### config.mk
export PLATFORM = sky130hd
export DESIGN_NAME = lmr_device_flat
export DESIGN_NICKNAME = d
export VERILOG_FILES = /design/src/design/lmr_pkg.sv /design/src/design/lmr_if.sv /design/src/design/lmr_device.sv /design/src/flat_wrapper.sv
export VERILOG_INCLUDE_DIRS = /design/src /design/src/design
export SDC_FILE = /design/constraint.sdc
export NUM_CORES = 1
export LEC_CHECK = 0
export BUFFER_PORTS_ARGS = -buffer_cell sky130_fd_sc_hd__buf_4
export CAP_MARGIN = 20
export CELL_PAD_IN_SITES_DETAIL_PLACEMENT = 2
export CELL_PAD_IN_SITES_GLOBAL_PLACEMENT = 2
export CORE_MARGIN = 1.5
export CORE_UTILIZATION = 45
export DETAILED_ROUTE_END_ITERATION = 6
export PLACE_DENSITY = 0.95
export SLEW_MARGIN = 20
export SYNTH_ARGS = -nofsm -noshare
export SYNTH_HDL_FRONTEND = slang
export SYNTH_SLANG_ARGS = --single-unit
### constraint.sdc
create_clock -name clk -period 5.8 [get_ports clk]
set_clock_uncertainty 0.2 [all_clocks]
set_input_delay 0.58 -clock clk [delete_from_list [all_inputs] [get_ports clk]]
set_output_delay 0.58 -clock clk [all_outputs]
set_load 0.01 [all_outputs]
### src/design/lmr_map.svh
// Purpose: named constants for the mode register access ends
// Assumes: one SDR beat per clk cycle stands for one data beat
// Notes: header only, no logic
`ifndef LMR_MAP_SVH
`define LMR_MAP_SVH
`define LMR_CA_W 10
`define LMR_DQ_W 16
`define LMR_BYTES 2
`define LMR_MA_W 8
`define LMR_OP_W 8
`define LMR_TEMP_W 3
`define LMR_BL_W 5
`define LMR_HOLD_W 6
`define LMR_CNT_W 8
`define LMR_BURST 4
`define LMR_CMD_MRR 4'h8
`define LMR_CMD_MRW 4'h0
`define LMR_MA_TEMP 8'h04
`define LMR_MA_CAL_A 8'h20
`define LMR_MA_CAL_B 8'h28
`define LMR_MA_RESET 8'h3f
`define LMR_PAT_A 4'h5
`define LMR_PAT_B 4'hc
`define LMR_ARRAY_N 16
`define LMR_REG_DEFAULT 8'h00
`define LMR_RL 3
`define LMR_WL 1
`define LMR_TCK_NS 8
`define LMR_CLK_KHZ 125000
`define LMR_TDQSCK_MAX_NS 5
`define LMR_TWTR_NS 8
`define LMR_DQSCK_CYC ((`LMR_TDQSCK_MAX_NS + `LMR_TCK_NS - 1) / `LMR_TCK_NS)
`define LMR_WTR_CYC ((`LMR_TWTR_NS + `LMR_TCK_NS - 1) / `LMR_TCK_NS)
`define LMR_TMRR_CYC 2
`define LMR_TMRW_CYC 5
`define LMR_TINIT4_CYC 8
`define LMR_TTSI_MS 32
`define LMR_MRR_TO_MRW (`LMR_RL + `LMR_DQSCK_CYC + `LMR_BURST / 2 + 1)
`define LMR_MRR_TO_WR (`LMR_MRR_TO_MRW + `LMR_WL)
`define LMR_WR_TO_MRR (`LMR_WL + 1 + `LMR_WTR_CYC)
`endif

### src/design/lmr_pkg.sv
// Purpose: shared types of the mode register access ends
// Assumes: nothing
// Notes: constants live in lmr_map.svh
package lmr_pkg;
	typedef enum logic [1:0] {LMR_REQ_READ, LMR_REQ_WRITE, LMR_REQ_RESET} lmr_req_t;
	typedef enum logic [1:0] {D_IDLE, D_LAT, D_BURST, D_INIT} lmr_dev_state_t;
	typedef enum logic [1:0] {H_IDLE, H_READ, H_MRW, H_INIT} lmr_host_state_t;
endpackage

### src/design/lmr_if.sv
// Purpose: command/address and data link between controller and device
// Assumes: single clock, pins sampled synchronously
// Notes: undriven data wires resolve to zero
`timescale 1ns/1ns
`include "lmr_map.svh"
interface lmr_if;
	logic cke;
	logic cs_n;
	logic [`LMR_CA_W-1:0] ca_r;
	logic [`LMR_CA_W-1:0] ca_f;
	logic [`LMR_DQ_W-1:0] dq_dev;
	logic dq_oe;
	logic [`LMR_BYTES-1:0] dqs_dev;
	logic [`LMR_BYTES-1:0] dqs_n_dev;
	logic dqs_oe;
	logic [`LMR_DQ_W-1:0] dq_bus;
	logic [`LMR_BYTES-1:0] dqs_bus;
	logic [`LMR_BYTES-1:0] dqs_n_bus;

	assign dq_bus = dq_oe ? dq_dev : '0;
	assign dqs_bus = dqs_oe ? dqs_dev : '0;
	assign dqs_n_bus = dqs_oe ? dqs_n_dev : '0;

	modport dev_mp (
		input cke, cs_n, ca_r, ca_f,
		output dq_dev, dq_oe, dqs_dev, dqs_n_dev, dqs_oe
	);
	modport host_mp (
		output cke, cs_n, ca_r, ca_f,
		input dq_bus, dqs_bus, dqs_n_bus
	);
endinterface

### src/design/lmr_device.sv
// Purpose: device end, decodes register read/write and returns read bursts
// Assumes: controller keeps command spacing and issues NOPs when required
// Notes: data beats are one clk each; strobes toggle once per beat
`timescale 1ns/1ns
`include "lmr_map.svh"
module lmr_device #(
	parameter int TSI_CYC = `LMR_TTSI_MS * `LMR_CLK_KHZ
) (
	input wire logic clk,
	input wire logic resetn,
	lmr_if.dev_mp link,
	input wire logic bank_active,
	input wire logic [`LMR_TEMP_W-1:0] temp_sense,
	output logic mrw_valid,
	output logic [`LMR_MA_W-1:0] mrw_addr,
	output logic [`LMR_OP_W-1:0] mrw_data,
	output logic init_busy
);
	import lmr_pkg::*;

	localparam int IDX_W = $clog2(`LMR_ARRAY_N);
	localparam int TSI_W = $clog2(TSI_CYC + 1);
	localparam logic [1:0] LAST_BEAT = 2'(`LMR_BURST - 1);

	lmr_dev_state_t state_reg;
	lmr_dev_state_t state_next;
	logic [`LMR_CNT_W-1:0] cnt_reg;
	logic [`LMR_CNT_W-1:0] cnt_next;
	logic [1:0] beat_reg;
	logic [1:0] beat_next;
	logic drive_next;
	logic [`LMR_MA_W-1:0] addr_reg;
	logic [`LMR_OP_W-1:0] mode_reg [0:`LMR_ARRAY_N-1];
	logic [`LMR_TEMP_W-1:0] tsr_reg;
	logic [TSI_W-1:0] tsi_reg;
	logic cke_q_reg;
	logic [`LMR_DQ_W-1:0] dq_reg;
	logic dq_oe_reg;
	logic [`LMR_BYTES-1:0] dqs_reg;
	logic [`LMR_BYTES-1:0] dqs_n_reg;
	logic dqs_oe_reg;
	logic mrw_valid_reg;
	logic [`LMR_MA_W-1:0] mrw_addr_reg;
	logic [`LMR_OP_W-1:0] mrw_data_reg;
	logic init_busy_reg;

	////////////////////////////////////////////////////////////////////////
	// command decode
	wire cmd_sel = link.cke & ~link.cs_n;
	wire is_mrr = cmd_sel & (link.ca_r[3:0] == `LMR_CMD_MRR);
	wire is_mrw = cmd_sel & (link.ca_r[3:0] == `LMR_CMD_MRW);
	wire [`LMR_MA_W-1:0] cmd_ma = {link.ca_r[`LMR_CA_W-1:4], link.ca_f[1:0]};
	wire [`LMR_OP_W-1:0] cmd_op = link.ca_f[`LMR_CA_W-1:2];
	wire idle = state_reg == D_IDLE;
	// busy states swallow every command
	wire take_mrr = idle & is_mrr;
	wire take_mrw = idle & is_mrw & ~bank_active;
	wire take_rst = take_mrw & (cmd_ma == `LMR_MA_RESET);
	wire in_array = cmd_ma < `LMR_MA_W'(`LMR_ARRAY_N);
	wire wr_array = take_mrw & ~take_rst & in_array & (cmd_ma != `LMR_MA_TEMP);

	////////////////////////////////////////////////////////////////////////
	// read data selection
	wire is_cal_a = addr_reg == `LMR_MA_CAL_A;
	wire is_cal_b = addr_reg == `LMR_MA_CAL_B;
	wire is_cal = is_cal_a | is_cal_b;
	wire [3:0] cal_pat = is_cal_a ? `LMR_PAT_A : `LMR_PAT_B;
	wire addr_in_array = addr_reg < `LMR_MA_W'(`LMR_ARRAY_N);
	wire [`LMR_OP_W-1:0] array_val = addr_in_array ? mode_reg[addr_reg[IDX_W-1:0]] : '0;
	wire [`LMR_OP_W-1:0] rd_val = (addr_reg == `LMR_MA_TEMP) ? `LMR_OP_W'(tsr_reg) : array_val;
	wire [1:0] next_beat = (state_reg == D_BURST) ? beat_reg + 2'h1 : 2'h0;
	wire cal_bit = cal_pat[next_beat];
	wire [`LMR_DQ_W-1:0] cal_word = {`LMR_DQ_W{cal_bit}};
	wire [`LMR_DQ_W-1:0] reg_word = (next_beat == 2'h0) ? `LMR_DQ_W'(rd_val) : '0;
	wire [`LMR_DQ_W-1:0] beat_word = is_cal ? cal_word : reg_word;
	wire [`LMR_DQ_W-1:0] dq_next = drive_next ? beat_word : '0;
	wire [`LMR_BYTES-1:0] dqs_next = drive_next ? {`LMR_BYTES{~next_beat[0]}} : '0;
	wire [`LMR_BYTES-1:0] dqs_n_next = drive_next ? {`LMR_BYTES{next_beat[0]}} : '0;

	////////////////////////////////////////////////////////////////////////
	// sequencer
	always_comb begin
		state_next = state_reg;
		cnt_next = cnt_reg;
		beat_next = beat_reg;
		drive_next = 1'b0;
		unique case (state_reg)
			D_IDLE: begin
				if (take_rst) begin
					state_next = D_INIT;
					cnt_next = `LMR_CNT_W'(`LMR_TINIT4_CYC - 2);
				end else if (take_mrr) begin
					state_next = D_LAT;
					cnt_next = `LMR_CNT_W'(`LMR_RL - 1);
				end
			end
			D_LAT: begin
				if (cnt_reg == `LMR_CNT_W'(1)) begin
					state_next = D_BURST;
					beat_next = 2'h0;
					drive_next = 1'b1;
				end else begin
					cnt_next = cnt_reg - `LMR_CNT_W'(1);
				end
			end
			D_BURST: begin
				if (beat_reg == LAST_BEAT) begin
					state_next = D_IDLE;
				end else begin
					beat_next = beat_reg + 2'h1;
					drive_next = 1'b1;
				end
			end
			D_INIT: begin
				if (cnt_reg == '0) begin
					state_next = D_IDLE;
				end else begin
					cnt_next = cnt_reg - `LMR_CNT_W'(1);
				end
			end
		endcase
	end

	always_ff @(posedge clk or negedge resetn) begin
		if (!resetn) begin
			state_reg <= D_IDLE;
			cnt_reg <= '0;
			beat_reg <= 2'h0;
		end else begin
			state_reg <= state_next;
			cnt_reg <= cnt_next;
			beat_reg <= beat_next;
		end
	end

	// address held for the whole burst
	always_ff @(posedge clk or negedge resetn) begin
		if (!resetn) begin
			addr_reg <= '0;
		end else if (take_mrr) begin
			addr_reg <= cmd_ma;
		end
	end

	////////////////////////////////////////////////////////////////////////
	// data pins
	always_ff @(posedge clk or negedge resetn) begin
		if (!resetn) begin
			dq_reg <= '0;
			dq_oe_reg <= 1'b0;
			dqs_reg <= '0;
			dqs_n_reg <= '0;
			dqs_oe_reg <= 1'b0;
		end else begin
			dq_reg <= dq_next;
			dq_oe_reg <= drive_next;
			dqs_reg <= dqs_next;
			dqs_n_reg <= dqs_n_next;
			dqs_oe_reg <= drive_next;
		end
	end

	assign link.dq_dev = dq_reg;
	assign link.dq_oe = dq_oe_reg;
	assign link.dqs_dev = dqs_reg;
	assign link.dqs_n_dev = dqs_n_reg;
	assign link.dqs_oe = dqs_oe_reg;

	////////////////////////////////////////////////////////////////////////
	// writable mode registers
	genvar gi;
	generate
		for (gi = 0; gi < `LMR_ARRAY_N; gi++) begin : g_mode
			wire hit = wr_array & (cmd_ma[IDX_W-1:0] == IDX_W'(gi));
			always_ff @(posedge clk or negedge resetn) begin
				if (!resetn) begin
					mode_reg[gi] <= `LMR_REG_DEFAULT;
				end else if (take_rst) begin
					mode_reg[gi] <= `LMR_REG_DEFAULT;
				end else if (hit) begin
					mode_reg[gi] <= cmd_op;
				end
			end
		end
	endgenerate

	////////////////////////////////////////////////////////////////////////
	// temperature status refresh
	wire cke_rise = link.cke & ~cke_q_reg;
	wire tsi_due = (tsi_reg == '0) | cke_rise;

	always_ff @(posedge clk or negedge resetn) begin
		if (!resetn) begin
			cke_q_reg <= 1'b0;
			tsr_reg <= '0;
			tsi_reg <= '0;
		end else begin
			cke_q_reg <= link.cke;
			if (tsi_due) begin
				tsr_reg <= temp_sense;
				tsi_reg <= TSI_W'(TSI_CYC - 1);
			end else begin
				tsi_reg <= tsi_reg - TSI_W'(1);
			end
		end
	end

	////////////////////////////////////////////////////////////////////////
	// user side
	always_ff @(posedge clk or negedge resetn) begin
		if (!resetn) begin
			mrw_valid_reg <= 1'b0;
			mrw_addr_reg <= '0;
			mrw_data_reg <= '0;
			init_busy_reg <= 1'b0;
		end else begin
			mrw_valid_reg <= take_mrw;
			init_busy_reg <= state_next == D_INIT;
			if (take_mrw) begin
				mrw_addr_reg <= cmd_ma;
				mrw_data_reg <= cmd_op;
			end
		end
	end

	assign mrw_valid = mrw_valid_reg;
	assign mrw_addr = mrw_addr_reg;
	assign mrw_data = mrw_data_reg;
	assign init_busy = init_busy_reg;
endmodule

### src/flat_wrapper.sv
// flat-port wrapper written by rule: the top's interface ports become plain ports
module lmr_device_flat import lmr_pkg::*;
#(
	parameter int TSI_CYC = `LMR_TTSI_MS * `LMR_CLK_KHZ
)
  (clk, resetn, bank_active, temp_sense, mrw_valid, mrw_addr, mrw_data, init_busy, link_cke, link_cs_n, link_ca_r, link_ca_f, link_dq_dev, link_dq_oe, link_dqs_dev, link_dqs_n_dev, link_dqs_oe);
  lmr_if link_i ();
  input wire logic clk;
  input wire logic resetn;
  input wire logic bank_active;
  input wire logic [`LMR_TEMP_W-1:0] temp_sense;
  output logic mrw_valid;
  output logic [`LMR_MA_W-1:0] mrw_addr;
  output logic [`LMR_OP_W-1:0] mrw_data;
  output logic init_busy;
  input wire logic [$bits(link_i.cke)-1:0] link_cke;
  input wire logic [$bits(link_i.cs_n)-1:0] link_cs_n;
  input wire logic [$bits(link_i.ca_r)-1:0] link_ca_r;
  input wire logic [$bits(link_i.ca_f)-1:0] link_ca_f;
  output wire logic [$bits(link_i.dq_dev)-1:0] link_dq_dev;
  output wire logic [$bits(link_i.dq_oe)-1:0] link_dq_oe;
  output wire logic [$bits(link_i.dqs_dev)-1:0] link_dqs_dev;
  output wire logic [$bits(link_i.dqs_n_dev)-1:0] link_dqs_n_dev;
  output wire logic [$bits(link_i.dqs_oe)-1:0] link_dqs_oe;
  assign link_i.cke = link_cke;
  assign link_i.cs_n = link_cs_n;
  assign link_i.ca_r = link_ca_r;
  assign link_i.ca_f = link_ca_f;
  assign link_dq_dev = link_i.dq_dev;
  assign link_dq_oe = link_i.dq_oe;
  assign link_dqs_dev = link_i.dqs_dev;
  assign link_dqs_n_dev = link_i.dqs_n_dev;
  assign link_dqs_oe = link_i.dqs_oe;
  lmr_device #(.TSI_CYC(TSI_CYC)) u_core (.clk(clk), .resetn(resetn), .link(link_i), .bank_active(bank_active), .temp_sense(temp_sense), .mrw_valid(mrw_valid), .mrw_addr(mrw_addr), .mrw_data(mrw_data), .init_busy(init_busy));
endmodule
# Word-level counts from Yosys, hierarchy flattened
# Index checks and enable logic that the tools add are counted.
# op_classes
bitwise	35
magnitude_cmp	4
eq_ne	32
n_mux	64
reduce_logical	26
n_addsub	3
# ops
cell	count
$mux 8	41
$eq 4x4->1 const B	9
$reduce_bool 2->1	17
$bmux 8 s4	1
$mux 16	2
$and 1x1->1	27
$eq 8x6->1 const B	3
$pmux 8 s3	1
$logic_not 22->1	1
$mux 22	1
$sub 22x1->22 const B	1
$mux 2	10
$eq 4x3->1 const B	4
$lt 8x5->1 const B	2
$eq 2x2->1 const B	4
$eq 4x2->1 const B	2
$eq 8x1->1 const B	1
$eq 8x3->1 const B	1
$logic_not 4->1	2
$logic_not 8->1	1
$ne 8x3->1 const B	1
$pmux 2 s4	1
$sub 8x1->8 const B	1
$ne 2x2->1 const B	3
other kinds (19)	27
# totals
out_inout_bits	40
input_bits	28
ff_bits	213

# Depth between registers and ports, before layout
# logic_depth
depth_word	13
mapped_depth	9
mapped_depth_nobuf	7

# Worst setup path before layout
# OpenSTA, ideal clock, no wires.
# synth_path
kind	flip-flop to flip-flop
startpoint	register u_core.state_reg[0]
endpoint	register u_core.mode_reg[125] (netlist bit)
arrival_ps	2578
n_path_buf	2
t_required_ps	5468
stages_incl_launch_ff	10
setup_time_ps	132
slack_ps	2890
cell_sequence	dfrtp_1 inv_1 ha_1 or4b_1 or3_1 buf_6 buf_8 nor4_4 mux2i_1 nor2_1
# synth_between
elab_chain_len	10
word_cells_on_any_way	11
cone_classes	1 x mux; 8 x bitwise; 2 x reduce/logical
# synth_rtl
item	line	text
start: declaration	lmr_device.sv:25	lmr_dev_state_t state_reg;
start signal: assignment	lmr_device.sv:130	state_reg <= state_next;
$logic_not 2->1 (*)	lmr_device.sv:54	wire idle = state_reg == D_IDLE;
$and 1x1->1 (*) (2 in series)	lmr_device.sv:57	wire take_mrw = idle & is_mrw & ~bank_active;
$and 1x1->1	lmr_device.sv:58	wire take_rst = take_mrw & (cmd_ma == `LMR_MA_RESET);
$not 1->1	lmr_device.sv:60	wire wr_array = take_mrw & ~take_rst & in_array & (cmd_ma != `LMR_MA_TEMP);
$and 1x1->1 (3 in series)	lmr_device.sv:60	
$and 1x1->1	lmr_device.sv:174	wire hit = wr_array & (cmd_ma[IDX_W-1:0] == IDX_W'(gi));
$reduce_bool 2->1 (no line)	--	
end signal: indexed assignment	lmr_device.sv:177	mode_reg[gi] <= `LMR_REG_DEFAULT;
end signal: indexed assignment	lmr_device.sv:179	mode_reg[gi] <= `LMR_REG_DEFAULT;
end signal: indexed assignment	lmr_device.sv:181	mode_reg[gi] <= cmd_op;
end: declaration	lmr_device.sv:33	logic [`LMR_OP_W-1:0] mode_reg [0:`LMR_ARRAY_N-1];
# Mark *: on every way between the ends. The rest lies on a longest branch, timed or not.
# A chain may end at the register's enable or synchronous reset.

# Worst setup path after layout
# layout_path
startpoint	register u_core.state_reg[0]
endpoint	register u_core.mode_reg[44] (netlist bit)
# Same word-level chain as after synthesis.

==> results.cfg <==
[logic_synthesis]
yosysUniqueCellTypes = 61
ys_seq_area_share_pct = 51.3
synth_fp_nets = 867
ys_seq_elements = 202
synth-compound-area-share_pct = 4.28
synth_top_family_by_area = multiplexers
syn_area_mm2 = 0.00986
synth_edf_count = 0
synthXorXnorAreaFrac_pct = 1.69
synth_top_area_share_pct = 51.3
synth_most_common_cell = dfrtp_1
syn_inst = 830
synth_mux_area_share_pct = 22.7
synth-simple-area-share_pct = 15.6
synth_flop_cell = dfrtp_1
post-synth-top-area-cell = dfrtp_1
synth-adder-area-share_pct = 1.14
ys_warn_count = 0
ys_top_cells_by_count = dfrtp_1 (202), nor2_1 (145), mux2i_1 (123)
synth.area.top_cells = dfrtp_1 (51%), mux2i_1 (12%), mux4_2 (6.9%), nor2_1 (5.5%), mux2_2 (3.3%)
postSynthAreaPerCell_um2 = 11.9
async_flop_share_pct = 100

[grt]
first_global_vias = 8212
antenna_found_initial = 0
grt_pass1_wl_um = 50500
grt_max_degree = 114
track_usage_pct = 29.7
overflow = 0

[critical_path]
critPathMaxStageDelay_ps = 860
worstPathArrival_ps = 3990
crit_fanout = 15
cp_cell_sequence = inv_1, ha_1, or4b_1, or3_1, buf_4, nor4_4, mux2i_1, nor2_1
cp_num_buf_inv = 2
critPathCaptureType = register
crit_family = simple AND/OR/NAND/NOR gates
crit_path_start = u_core.state_reg[0]$_DFF_PN0_
required_ps = 5940
worst_path_max_delay_cell = nor4_4
r2r-start = u_core.state_reg[0]$_DFF_PN0_
critPathLaunchType = register
crit_type = reg -> reg

[sta]
post-route-min-period_ps = 3840
rsz0062_at_grt = no
setup_tns_ps = 0
slew_headroom_pct = 34.0
fin_crit_sh_pct = 66.3
drv_slew = 0
fin_hold_ws_ps = 10.9
hold_viol_final = 0
worst_slew_pin_slew_ps = 983
max_freq_mhz = 260
final-setup-viol-count = 0

[layout]
synthToLayoutAreaGrowth_pct = 14.6
fin_nets = 913
largest_register_ffs = 126
drive_gt1_share_pct = 22.1
diodes = 0

[clock_tree]
cts_tree = done
htreeDepth = 1
ctsLongestPathBuffers = 3
cts.sinks = 202
path_clk_slew_ps = 60
root_buffer = clkbuf_16
numCtsBuffers = 23
clkLatencyLatePin_ps = 520

[power_and_ir_drop]
seqPwrFrac_pct = 44.1
comb_power_share_pct = 13.2
p_sw_share_pct = 27.8
p_leak_nw = 5.00
p_per_area_mw_per_mm2 = 302
p_int_mw = 2.47
p_sw_mw = 0.949
peakVddDrop_uv = 255
p_clk_share_pct = 42.7

[routing]
first_pass_iters = 5
wl_per_cell_um = 27.7
finalWirelength_um = 32300
viasPerCell = 6.13
first_iter_violations = 329
drcViolationCount = 0
num_vias = 7152
final_antenna_net_count = 0

[worst_hold_path]
worstHoldStart = link_cke
hold_path_class = in -> reg

[die]
start_util_pct = 46.3
die_y_um = 151
core_area_mm2 = 0.0213
fp.dieW_um = 151
io_pins = 68
rows = 53
die_area_mm2 = 0.0228

[flow_run]
maxCapViolations = 0

[placed_design]
dpl.hpwl_um = 19800
finalWeightedCongestion = 0.758
io_buffers = 67

[outcome]
status = completed
## through the flow
| stage | util [%] | instances | worst slack (ps) | instance area (µm²) | total power [mW] |
|---|---|---|---|---|---|
| after floorplan | - | 830 | 2890 | 9860 | 1.78 |
| after global placement | 49.5 | 1125 | 2390 | 10500 | 1.94 |
| after detailed placement | 49.5 | 1125 | 2100 | 10500 | 1.97 |
| after CTS | 53.0 | 1167 | 1910 | 11300 | 3.44 |
| after global routing | 53.1 | 1167 | 1850 | 11300 | 3.53 |
| final | 53.1 | 1167 | 1960 | 11300 | 3.42 |
## area by class of cell
type	instances	area [µm²]
clock buffer	35	681
clock inverter	6	61.3
fill	2053	9990
inverter	12	45.0
multi-input combinational	557	4490
sequential	202	5060
tap	275	344
timing repair buffer	80	622
## cell usage in the layout (no fill, tap or decap), types with 3 or more instances in the layout
cell type / Yosys / layout
dfrtp_1: 202 / 201
nor2_1: 145 / 144
mux2i_1: 123 / 123
buf_4: 10 / 77
nand2_1: 35 / 35
mux4_2: 30 / 30
mux2_2: 29 / 29
clkbuf_16: 0 / 23
nand2b_1: 20 / 20
nor3_1: 18 / 18
xnor2_1: 13 / 13
inv_1: 11 / 11
nand3_1: 11 / 11
a31oi_1: 9 / 9
o21ai_0: 9 / 9
o211ai_1: 9 / 9
ha_1: 9 / 9
or3_1: 8 / 8
nor4_4: 8 / 8
and2_1: 7 / 7
nor3_4: 7 / 7
clkbuf_8: 0 / 7
a21oi_1: 6 / 6
xor2_1: 6 / 6
clkbuf_1: 35 / 6
nor2b_1: 4 / 4
or4_1: 4 / 4
o2111ai_1: 3 / 3
nor4_1: 4 / 3
or2_2: 3 / 3
a32o_1: 3 / 3
clkinv_2: 0 / 3
## power groups by stage
| stage | sequential, mW | combinational, mW | clock (mW) |
|---|---|---|---|
| floorplan | 1.52 | 0.258 | 0 |
| global placement | 1.52 | 0.412 | 0 |
| detailed placement | 1.53 | 0.443 | 0 |
| CTS | 1.51 | 0.455 | 1.48 |
| global route | 1.51 | 0.487 | 1.53 |
| finish | 1.51 | 0.450 | 1.46 |
## routing by layer
metal | wire (µm) | global-route usage [%]
met5 | 0 | 0
met4 | 1100 | 11.0
met3 | 1300 | 3.67
met2 | 17300 | 55.1
met1 | 12600 | 35.0
## what timing repair did
item | 4_1_cts | 5_1_grt
hold buffers | 1 | 0
buffers inserted | 0 | 0
hold endpoints to repair | 89 | 0
gates resized for setup | 0 | 0
## cells by family (layout without fill, tap and decap cells)
| logic type | after synthesis | count (layout) |
|---|---|---|
| simple gates | 288 | 288 |
| flops | 202 | 202 |
| mux | 182 | 182 |
| buf+inv | 71 | 133 |
| compound gates | 59 | 59 |
| xor+xnor | 19 | 19 |
| fa+ha+maj | 9 | 9 |
## path summary, 6_finish.rpt
| path | endpoint | slack, ps | cells after the start |
|---|---|---|---|
| worst max register to register | u_core.mode_reg[44]$_DFFE_PN0P_ | 1960 | 8 |
| worst min register to register | u_core.tsi_reg[0]$_DFF_PN0_ | 300 | 1 |
| worst min-delay path | u_core.cke_q_reg$_DFF_PN0_ | 10 | 1 |
| max in group asynchronous | u_core.mode_reg[29]$_DFFE_PN0P_ | 3750 | 3 |
| worst max-delay path | u_core.mode_reg[44]$_DFFE_PN0P_ | 1960 | 8 |
| min in group asynchronous | u_core.tsi_reg[3]$_DFF_PN0_ | 490 | 2 |
(Power assumes the default switching activity.)
